==> config.mk <==
export PLATFORM = sky130hd
export DESIGN_NAME = ee_pin_ctrl
export DESIGN_NICKNAME = d
export VERILOG_FILES = /design/src/hdl/ee_pkg.sv /design/src/hdl/ee_pin_ctrl.sv
export VERILOG_INCLUDE_DIRS = /design/src /design/src/hdl
export SDC_FILE = /design/constraint.sdc
export NUM_CORES = 1
export LEC_CHECK = 0
export BUFFER_PORTS_ARGS = -buffer_cell sky130_fd_sc_hd__buf_2
export CAP_MARGIN = 5
export CORE_ASPECT_RATIO = 1.2
export CORE_MARGIN = 8
export CORE_UTILIZATION = 50
export DETAILED_ROUTE_END_ITERATION = 7
export PLACE_DENSITY = 0.78
export SYNTH_ARGS = -nofsm -noshare
export SYNTH_HDL_FRONTEND = slang
export SYNTH_SLANG_ARGS = --single-unit
==> constraint.sdc <==
create_clock -name i_clk -period 2.8 [get_ports i_clk]
set_clock_uncertainty 0.2 [all_clocks]
set_input_delay 0.14 -clock i_clk [delete_from_list [all_inputs] [get_ports i_clk]]
set_output_delay 0.14 -clock i_clk [all_outputs]
set_load 0.01 [all_outputs]
==> src/hdl/ee_params.svh <==
// Timing counts, field values and reset values for the EEPROM bus pin controller
`ifndef EE_PARAMS_SVH
`define EE_PARAMS_SVH

// ----------------------------------------------------------------------------
// Clock and timing
// ----------------------------------------------------------------------------
`define EE_CLK_NS      10
`define EE_FILT_NS     100
`define EE_FILT_CYC    ((`EE_FILT_NS) / (`EE_CLK_NS))
`define EE_PU_MS       1
`define EE_PU_CYC      ((`EE_PU_MS) * 1000000 / (`EE_CLK_NS))
`define EE_WR_MS       5
`define EE_WR_CYC      ((`EE_WR_MS) * 1000000 / (`EE_CLK_NS))

// ----------------------------------------------------------------------------
// Widths, fields and reset values
// ----------------------------------------------------------------------------
`define EE_CNT_W       20
`define EE_FCNT_W      4
`define EE_DEV_TYPE    4'ha
`define EE_BITS_BYTE   4'h8
`define EE_STATE_RST   '0

`endif

==> src/hdl/ee_pkg.sv <==
// Types shared by the EEPROM bus pin controller
package ee_pkg;

  // --------------------------------------------------------------------------
  // Power and bus states
  // --------------------------------------------------------------------------
  typedef enum logic [1:0] {
    EE_PWR_RESET = 2'h0,
    EE_PWR_WAIT  = 2'h1,
    EE_PWR_READY = 2'h3
  } ee_pwr_e;

  typedef enum logic [2:0] {
    EE_ST_IDLE  = 3'h0,
    EE_ST_ADDR  = 3'h1,
    EE_ST_ACK   = 3'h3,
    EE_ST_WDATA = 3'h2,
    EE_ST_RDATA = 3'h6,
    EE_ST_RACK  = 3'h7
  } ee_bus_e;

  // --------------------------------------------------------------------------
  // Carriers
  // --------------------------------------------------------------------------
  typedef struct packed {
    logic [2:0] a_drv;   // Strap pin is actively driven
    logic [2:0] a_lvl;   // Strap level when driven
    logic       wp_drv;  // Write-protect pin is actively driven
    logic       wp_lvl;  // Write-protect level when driven
  } ee_strap_s;

  typedef struct packed {
    logic       stb;
    logic [7:0] addr;
    logic [7:0] data;
  } ee_wr_s;

  typedef struct packed {
    ee_pwr_e          pwr;
    ee_bus_e          st;
    logic [1:0]       flt;       // Filtered lines, bit0 clock, bit1 data
    logic [1:0]       fd;        // Filtered lines one cycle back
    logic [1:0][3:0]  fcnt;      // Disagreement counters of the filters
    logic [3:0]       bitcnt;
    logic [7:0]       shreg;
    logic             rw;
    logic             got_wa;
    logic             data_seen;
    logic             wp_lat;
    logic             wrote;
    logic             rd_more;
    logic             busy;
    logic [19:0]      cnt;
    logic [7:0]       ptr;
    logic             sda_oe;
    ee_wr_s           wr;
  } ee_state_s;

endpackage : ee_pkg

==> src/hdl/ee_pin_ctrl.sv <==
// Pin-level and power-state controller of a two-wire serial EEPROM target
//
// Behaviour
// - Supply above trigger level: leave reset, enter standby awaiting a command.
// - Supply below trigger level: return to reset state at once.
// - Ready for commands within 1 ms of stable supply.
// - Data line is only pulled low or released, never driven high.
// - Incoming data bits are sampled on the clock's rising edge.
// - Outgoing data bits change only after a falling clock edge.
// - Pulses up to 100 ns on clock and data are ignored.
// - Three address straps form part of the device bus address.
// - An undriven address strap reads as low.
// - Write-protect high refuses every array write; the pin is sampled once per frame, at the end of the word-address acknowledge.
// - An undriven write-protect pin reads as low.
// - Write-protect latched before first data byte; if high, that byte is not acknowledged.
// - During the internal write cycle the data line is released, no response.
// - Respond only to address 1010 plus strap bits plus read/write bit.
// - Acknowledge address and write bytes by holding data low on ninth clock.
`timescale 1ns/1ps
`include "ee_params.svh"

module ee_pin_ctrl #(
  parameter int unsigned PU_CYC = `EE_PU_CYC,   // Power-up to ready, cycles
  parameter int unsigned WR_CYC = `EE_WR_CYC    // Internal write cycle, cycles
) (
  input  wire logic             i_clk,        // System clock, 100 MHz
  input  wire logic             i_rst_n,      // Synchronous reset, active low
  input  wire logic             i_supply_ok,  // Supply above power-on trigger level
  input  wire logic             i_scl,        // Serial clock from controller
  input  wire logic             i_sda_in,     // Serial data line level
  output logic                  o_sda_out,    // Serial data drive value, always low
  output logic                  o_sda_oe,     // Serial data pull-down enable
  input  wire ee_pkg::ee_strap_s i_strap,     // Address and write-protect straps
  input  wire logic [7:0]       i_rd_data,    // Array byte at o_rd_addr
  output logic [7:0]            o_rd_addr,    // Current address pointer
  output ee_pkg::ee_wr_s        o_wr,         // Array write strobe, address, data
  output logic                  o_ready,      // Power-up delay elapsed
  output logic                  o_busy        // Internal write cycle running
);
  import ee_pkg::*;

  // --------------------------------------------------------------------------
  // Constants
  // --------------------------------------------------------------------------
  // Final counts of the power-up and write-cycle timers
  localparam logic [19:0] PU_LAST = 20'(PU_CYC - 1);
  localparam logic [19:0] WR_LAST = 20'(WR_CYC - 1);
  // A line level must disagree one cycle longer than this to pass
  localparam logic [3:0]  FILT    = 4'(`EE_FILT_CYC);

  // Whole block state and its next value
  ee_state_s  r;
  ee_state_s  n;
  // Decoded straps and filtered line events
  logic [2:0] strap_a;
  logic       wp_eff;
  logic       scl_rise;
  logic       scl_fall;
  logic       start_c;
  logic       stop_c;
  logic       bus_live;

  // --------------------------------------------------------------------------
  // Strap decode and bus events
  // --------------------------------------------------------------------------
  // Undriven straps fall to the internal pull-down level
  assign strap_a  = i_strap.a_drv & i_strap.a_lvl;
  assign wp_eff   = i_strap.wp_drv & i_strap.wp_lvl;
  // Edges and conditions from the filtered lines only
  assign scl_rise = r.flt[0] & ~r.fd[0];
  assign scl_fall = ~r.flt[0] & r.fd[0];
  assign start_c  = r.flt[0] & r.fd[0] & r.fd[1] & ~r.flt[1];
  assign stop_c   = r.flt[0] & r.fd[0] & ~r.fd[1] & r.flt[1];
  assign bus_live = (r.pwr == EE_PWR_READY) && !r.busy;

  // --------------------------------------------------------------------------
  // Next state
  // --------------------------------------------------------------------------
  always_comb begin
    n        = r;
    n.wr.stb = 1'b0;
    n.fd     = r.flt;
    // Noise filters: a level must persist past the filter time to pass
    for (int k = 0; k < 2; k++) begin
      if ((k == 0 ? i_scl : i_sda_in) == r.flt[k]) begin
        n.fcnt[k] = '0;
      end else if (r.fcnt[k] == FILT) begin
        n.flt[k]  = (k == 0) ? i_scl : i_sda_in;
        n.fcnt[k] = '0;
      end else begin
        n.fcnt[k] = r.fcnt[k] + 4'h1;
      end
    end
    // Power sequencing
    case (r.pwr)
      EE_PWR_RESET: begin
        n.pwr = EE_PWR_WAIT;
        n.cnt = '0;
      end
      EE_PWR_WAIT: begin
        if (r.cnt == PU_LAST) begin
          n.pwr = EE_PWR_READY;
          n.cnt = '0;
        end else begin
          n.cnt = r.cnt + 20'h1;
        end
      end
      EE_PWR_READY: begin
        // Internal write cycle timer
        if (r.busy) begin
          if (r.cnt == WR_LAST) begin
            n.busy = 1'b0;
            n.cnt  = '0;
          end else begin
            n.cnt = r.cnt + 20'h1;
          end
        end
      end
      default: n.pwr = EE_PWR_RESET;
    endcase
    // Bus protocol, silent while the write cycle runs
    if (bus_live) begin
      // STOP ends the frame and starts a pending write cycle
      if (stop_c) begin
        n.st     = EE_ST_IDLE;
        n.sda_oe = 1'b0;
        if (r.wrote) begin
          n.busy  = 1'b1;
          n.cnt   = '0;
          n.wrote = 1'b0;
        end
      end else if (start_c) begin
        // START restarts address reception; a pending write stays pending
        n.st        = EE_ST_ADDR;
        n.bitcnt    = '0;
        n.sda_oe    = 1'b0;
        n.got_wa    = 1'b0;
        n.data_seen = 1'b0;
        n.wp_lat    = 1'b0;
      end else begin
        case (r.st)
          EE_ST_IDLE: n.sda_oe = 1'b0;
          EE_ST_ADDR, EE_ST_WDATA: begin
            // Shift on the rise, judge the byte on the fall after bit eight
            if (scl_rise) begin
              n.shreg  = {r.shreg[6:0], r.flt[1]};
              n.bitcnt = r.bitcnt + 4'h1;
            end else if (scl_fall && r.bitcnt == `EE_BITS_BYTE) begin
              n.bitcnt = '0;
              n.st     = EE_ST_IDLE;
              if (r.st == EE_ST_ADDR) begin
                if (r.shreg[7:1] == {`EE_DEV_TYPE, strap_a}) begin
                  n.rw     = r.shreg[0];
                  n.sda_oe = 1'b1;
                  n.st     = EE_ST_ACK;
                end
              end else if (!r.got_wa) begin
                n.ptr    = r.shreg;
                n.got_wa = 1'b1;
                n.sda_oe = 1'b1;
                n.st     = EE_ST_ACK;
              end else if (!r.wp_lat) begin
                n.wr.stb     = 1'b1;
                n.wr.addr    = r.ptr;
                n.wr.data    = r.shreg;
                n.ptr        = {r.ptr[7:4], r.ptr[3:0] + 4'h1};
                n.wrote      = 1'b1;
                n.data_seen  = 1'b1;
                n.sda_oe     = 1'b1;
                n.st         = EE_ST_ACK;
              end
            end
          end
          EE_ST_ACK: begin
            // Acknowledge slot ends on the fall: send read data or receive again
            if (scl_fall) begin
              n.bitcnt = '0;
              if (r.rw) begin
                n.shreg  = i_rd_data;
                n.sda_oe = ~i_rd_data[7];
                n.st     = EE_ST_RDATA;
              end else begin
                n.sda_oe = 1'b0;
                n.st     = EE_ST_WDATA;
                if (r.got_wa && !r.data_seen) begin
                  n.wp_lat = wp_eff;
                end
              end
            end
          end
          EE_ST_RDATA: begin
            // Next bit goes out after each fall, line released after bit eight
            if (scl_rise) begin
              n.bitcnt = r.bitcnt + 4'h1;
            end else if (scl_fall) begin
              if (r.bitcnt == `EE_BITS_BYTE) begin
                n.sda_oe = 1'b0;
                n.ptr    = r.ptr + 8'h1;
                n.st     = EE_ST_RACK;
              end else begin
                n.shreg  = {r.shreg[6:0], 1'b0};
                n.sda_oe = ~r.shreg[6];
              end
            end
          end
          EE_ST_RACK: begin
            // Controller answer: a low level asks for another byte
            if (scl_rise) begin
              n.rd_more = ~r.flt[1];
            end else if (scl_fall) begin
              n.bitcnt = '0;
              if (r.rd_more) begin
                n.shreg  = i_rd_data;
                n.sda_oe = ~i_rd_data[7];
                n.st     = EE_ST_RDATA;
              end else begin
                n.st = EE_ST_IDLE;
              end
            end
          end
          default: begin
            n.st     = EE_ST_IDLE;
            n.sda_oe = 1'b0;
          end
        endcase
      end
    end
    // Brown-out clears every bus-facing bit
    if (!i_supply_ok) begin
      n = `EE_STATE_RST;
    end
  end

  // --------------------------------------------------------------------------
  // State register
  // --------------------------------------------------------------------------
  always_ff @(posedge i_clk) begin
    if (!i_rst_n) begin
      r <= `EE_STATE_RST;
    end else begin
      r <= n;
    end
  end

  // --------------------------------------------------------------------------
  // Outputs
  // --------------------------------------------------------------------------
  // Data value is tied low; only the enable moves, so the pin stays open drain
  assign o_sda_out = 1'b0;
  assign o_sda_oe  = r.sda_oe;
  assign o_rd_addr = r.ptr;
  assign o_wr      = r.wr;
  assign o_ready   = (r.pwr == EE_PWR_READY);
  assign o_busy    = r.busy;
endmodule : ee_pin_ctrl

== Word-level counts from Yosys, hierarchy flattened ==
Cells that the tools add are included.

* $add $sub $neg: 6
* Equality and inequality tests: 56
* Multiplexer cells: 90
* Bitwise operators: 29
* Reductions and logical operators: 40

{| class="wikitable"
|+ Operators with widths
! cell !! count
|-
| $mux W17 || 5
|-
| $mux W8 || 10
|-
| $mux W21 || 3
|-
| $pmux W20 S3 || 1
|-
| $mux W26 || 2
|-
| $mux W3 || 17
|-
| $pmux W12 S4 || 1
|-
| $mux W47 || 1
|-
| $mux W20 || 2
|-
| $ne A4 B4 Y1 const B || 10
|-
| $mux W12 || 3
|-
| $ne A2 B2 Y1 const B || 17
|-
| $reduce_and A11 Y1 || 3
|-
| $reduce_and A8 Y1 || 4
|-
| $mux W1 || 27
|-
| $mux W9 || 3
|-
| $mux W22 || 1
|-
| $add A20 B1 Y20 const B || 1
|-
| $eq A20 B17 Y1 const B || 1
|-
| $eq A20 B19 Y1 const B || 1
|-
| $not A1 Y1 || 20
|-
| $reduce_bool A2 Y1 || 10
|-
| $ne A3 B3 Y1 const B || 6
|-
| $add A4 B1 Y4 const B || 4
|-
| other kinds (35) || 68
|}

* Flip-flop bits (word level): 82
* Input port bits: 21
* Output and inout port bits: 29

== Depth between registers and ports, before layout ==
* Depth after elaboration: 10
* Depth in mapped cells: 9
* Gate-level depth less buffers: 8

== Worst setup path after synthesis ==
No wires, ideal clock.

* Kind: reg2reg
* From: register r[61] in the netlist's numbering
* To: register r[57] in the netlist's numbering
* Arrival: 1.890 ns
* Data required time: 2.512 ns
* Path slack: 0.622 ns
* Stages on the path, launching flop included: 10
* Buffers on the path: 1
* Period minus slack after synthesis: 2.178 ns
* Cell sequence: dfxtp_1 -> inv_1 -> ha_1 -> nand3b_2 -> mux2_1 -> a21oi_1 -> a2111oi_4 -> buf_6 -> nor2_2 -> a311oi_2

* Longest elaborated chain between the ends: 3

{| class="wikitable"
|+ Ends and longest elaborated chain
! what !! RTL line !! RTL
|-
| start: declaration || ee_pin_ctrl.sv:52 || <nowiki>ee_state_s r;</nowiki>
|-
| start signal: assignment || ee_pin_ctrl.sv:239 || <nowiki>r <= `EE_STATE_RST;</nowiki>
|-
| start signal: assignment || ee_pin_ctrl.sv:241 || <nowiki>r <= n;</nowiki>
|-
| $eq A4 B4 Y1 (no line) || -- ||
|-
| $ne A2 B2 Y1 (no line) || -- ||
|-
| $reduce_and A13 Y1 (no line) || -- ||
|}

Every way passes these cells.
A chain may end at the register's enable or synchronous reset.

== Worst setup path after layout ==
* From: register r[77] in the netlist's numbering
* To: register r[49] in the netlist's numbering

* Longest elaborated chain between the ends: 3

{| class="wikitable"
|+ Ends and longest elaborated chain
! what !! RTL line !! RTL
|-
| $eq A3 B2 Y1 || ee_pin_ctrl.sv:141 || <nowiki>case (r.st)</nowiki>
|-
| $reduce_bool A2 Y1 (no line) || -- ||
|-
| $reduce_and A6 Y1 (no line) || -- ||
|}

Every way passes these cells.

==> impl_metrics.env <==
export IMPL_grt_pass1_wl_um=18100
export IMPL_num_fill_cells=820
export IMPL_clk_latency_ns=0.36
export IMPL_antenna_found_initial=0
export IMPL_die_h_um=121
export IMPL_yosysWarnings=0
export IMPL_start_util_pct=50.8
export IMPL_synthAdderAreaFrac_pct=2.19
export IMPL_synth_seq_area_share_pct=35.9
export IMPL_grt_max_degree=31
export IMPL_grt_ovfl_total=0
export IMPL_tightest_slew_ns=0.701
export IMPL_antennaDiodeCount=0
export IMPL_cts_tree="yes"
export IMPL_leakage_nw=1.79
export IMPL_drt_iter0_drc=281
export IMPL_cp_required_ns=2.88
export IMPL_drc=0
export IMPL_clockBufferDepth=2
export IMPL_synth_simple_area_share_pct=25.9
export IMPL_rows=38
export IMPL_min_path_type="in -> reg"
export IMPL_ys_flop_type="dfxtp_1"
export IMPL_r2r_slack_ns=0.30
export IMPL_drive_gt1_share_pct=16.9
export IMPL_cts_resized_gates=0
export IMPL_slew_viol_final=0
export IMPL_synth_top_family_by_area="simple AND/OR/NAND/NOR gates"
export IMPL_syn_instance_count=546
export IMPL_endpoint_kind="register"
export IMPL_area_delta_synth_final_pct=10.5
export IMPL_cpMaxStageDelayCell="dlygate4sd3_1"
export IMPL_setup_tns_ns=0
export IMPL_whs_ns=0.0519
export IMPL_cp_top_family="buffers and inverters"
export IMPL_clk_pin_slew_ns=0.09
export IMPL_firstDrtPassIters=5
export IMPL_dieArea_sq_um=12500
export IMPL_synthXorXnorAreaFrac_pct=2.30
export IMPL_crit_path_max_fanout=11
export IMPL_cp_depth=6
export IMPL_io_pins=50
export IMPL_max_stage_delay_ns=0.57
export IMPL_ff2ff_path_depth=6
export IMPL_path_cells="buf_4 -> nand2_1 -> nor3_1 -> nand4_1 -> dlygate4sd3_1 -> a21oi_1"
export IMPL_vias_per_cell=5.83
export IMPL_io_buffers=48
export IMPL_drv_cap=0
export IMPL_antenna_left=0
export IMPL_synth_cell_types=76
export IMPL_path_class="reg -> reg"
export IMPL_min_path_cells=4
export IMPL_grt_usage_pct=17.9
export IMPL_start_kind="register"
export IMPL_fmax_ghz=0.400
export IMPL_avgSynthCellArea_sq_um=8.37
export IMPL_peakVddDrop_mv=0.272
export IMPL_root_buffer="clkbuf_8"
export IMPL_status="finished clean"
export IMPL_place_gp_congestion=0.913
export IMPL_synth_net_count=575
export IMPL_cts_num_sinks=82
export IMPL_rsz0062_at_grt="false"
export IMPL_synth_area_sq_um=4570
export IMPL_final_min_clock_period_ns=2.50
export IMPL_cts_htree_levels=3
export IMPL_wl_per_cell_um=15.5
export IMPL_nets=609
export IMPL_power_mw=2.12
export IMPL_synthArstFlopShare_pct=0
export IMPL_core_area_sq_um=8990
export IMPL_synth_edf_count=0
export IMPL_cp_data_arrival_time_ns=2.58
export IMPL_numCtsBuffers=9
export IMPL_num_vias=4112
export IMPL_grt_pass1_vias=3885
export IMPL_dp_hpwl_um=7850
export IMPL_drt_total_wl_um=10900
export IMPL_setup_viol=0
export IMPL_synthMuxAreaShare_pct=5.28
export IMPL_fin_crit_sh_pct=89.2
export IMPL_fp_dieW_um=103
export IMPL_cp_buffers_inverters=2
export IMPL_power_density_nw_per_um2=420
export IMPL_synth_seq_cells=82
export IMPL_hold_viol_final=0
export IMPL_synth_compound_area_share_pct=19.1
export IMPL_slew_headroom_pct=53.2
layer usage:
layer / wire length [um] / vias to the layer above / track usage, %
met5: 0 / - / 0
met4: 181 / 0 / 6.98
met3: 627 / 17 / 4.20
met2: 5270 / 132 / 28.5
met1: 4860 / 1949 / 22.7
li1: - / 2014 / -
sequential cells by signal (all words and copies together) (netlist names):
name and count:
r 55, o_wr 17, o_rd_addr 8, o_busy 1, o_sda_oe 1
placed cells by master, fill, tap and decap left out, types with 6 or more instances in the layout:
| master | n |
|---|---|
| nand3_1 | 26 |
| xor2_1 | 8 |
| nand2b_1 | 8 |
| o21ai_1 | 11 |
| and3_1 | 10 |
| buf_4 | 12 |
| a31oi_1 | 13 |
| mux2i_1 | 23 |
| nand3b_1 | 8 |
| nor2b_1 | 6 |
| nand2_1 | 48 |
| a21oi_1 | 35 |
| o21ai_0 | 12 |
| a211oi_1 | 6 |
| clkbuf_8 | 11 |
| a311oi_1 | 6 |
| nor2_1 | 60 |
| nand4_1 | 10 |
| inv_1 | 13 |
| and2_1 | 9 |
| dlygate4sd3_1 | 14 |
| ha_1 | 8 |
| dfxtp_1 | 82 |
| nor3_1 | 10 |
| buf_2 | 48 |
cells in the mapped netlist (2+ instances only):
| cell type | number | area (sq um) |
|---|---|---|
| nand2_1 | 48 | 180 |
| inv_1 | 13 | 48.8 |
| a32o_1 | 4 | 40.0 |
| and3_1 | 10 | 62.6 |
| o21ai_1 | 11 | 55.1 |
| mux2i_1 | 23 | 230 |
| xnor2_1 | 4 | 35.0 |
| nor2_2 | 2 | 12.5 |
| nor4b_1 | 2 | 17.5 |
| ha_1 | 8 | 100 |
| buf_4 | 30 | 225 |
| a221o_1 | 2 | 20.0 |
| a311oi_1 | 6 | 52.6 |
| o211ai_1 | 5 | 37.5 |
| a31oi_1 | 13 | 81.3 |
| nand3b_1 | 8 | 60.1 |
| buf_2 | 3 | 15.0 |
| nor3_1 | 10 | 50.1 |
| xor2_1 | 8 | 70.1 |
| nor4_1 | 5 | 31.3 |
| nand4_1 | 10 | 62.6 |
| a211oi_2 | 2 | 25.0 |
| clkbuf_1 | 12 | 45.0 |
| a22oi_1 | 5 | 37.5 |
| and2_1 | 9 | 56.3 |
| nand2_2 | 2 | 12.5 |
| nand4b_1 | 2 | 17.5 |
| inv_2 | 2 | 7.51 |
| buf_6 | 7 | 78.8 |
| nor3_2 | 2 | 20.0 |
| and3b_1 | 3 | 26.3 |
| a211oi_1 | 6 | 45.0 |
| nand3_1 | 26 | 130 |
| nor2_1 | 60 | 225 |
| a21oi_1 | 35 | 175 |
| dfxtp_1 | 82 | 1640 |
| o31ai_1 | 4 | 30.0 |
| nor2b_1 | 6 | 37.5 |
| nand2b_1 | 8 | 50.1 |
| o21ai_0 | 12 | 60.1 |
worst paths after layout:
check	startpoint	endpoint
setup / recovery	r[77]	r[49]
hold / removal	i_rst_n	o_wr[7]
setup reg to reg	r[77]	r[49]
hold reg to reg	r[65]	r[65]
where the power goes:
part,internal [mW],switching (mW),total [mW]
clock network,0.461,0.420,0.881
registers,1.17,0.00334,1.17
logic,0.0320,0.0344,0.0665
metrics by stage:
step	area [sq um]	instances	setup WS, ns	util [%]
2_1_floorplan	4570	546	0.622	-
3_3_place_gp	4710	675	0.467	52.4
3_5_place_dp	4710	675	0.383	52.4
4_1_cts	5050	705	0.368	56.2
5_1_grt	5050	705	0.173	56.2
6_report	5050	705	0.303	56.2
logic make-up after synthesis:
logic type,after synthesis
AND/OR/NAND/NOR,226
AO/OA/AOI/OAI,126
flip-flops,82
buffers and inverters,67
multiplexers,24
XOR/XNOR,12
adder cells (fa/ha/maj),8
other,1
worst register-to-register path, stage by stage (launching register included):
cell           delay, ns
dfxtp_1             0.51
buf_4               0.24
nand2_1             0.26
nor3_1              0.38
nand4_1             0.12
dlygate4sd3_1       0.57
a21oi_1             0.16
cell type report:
class | instances | area, sq um | share of cell area, %
sequential | 82 | 1640 | 32.5
multi-input combinational | 397 | 2510 | 49.8
clock inverter | 2 | 35.0 | 0.694
timing repair buffer | 75 | 490 | 9.71
inverter | 15 | 56.3 | 1.11
tap | 120 | 150 | 2.97
clock buffer | 14 | 163 | 3.22
timing repair:
| item | CTS | global route |
|---|---|---|
| buffers inserted | 0 | 0 |
| hold endpoints to repair | 20 | 0 |
| hold buffers | 14 | 0 |
(Power assumes the default switching activity.)
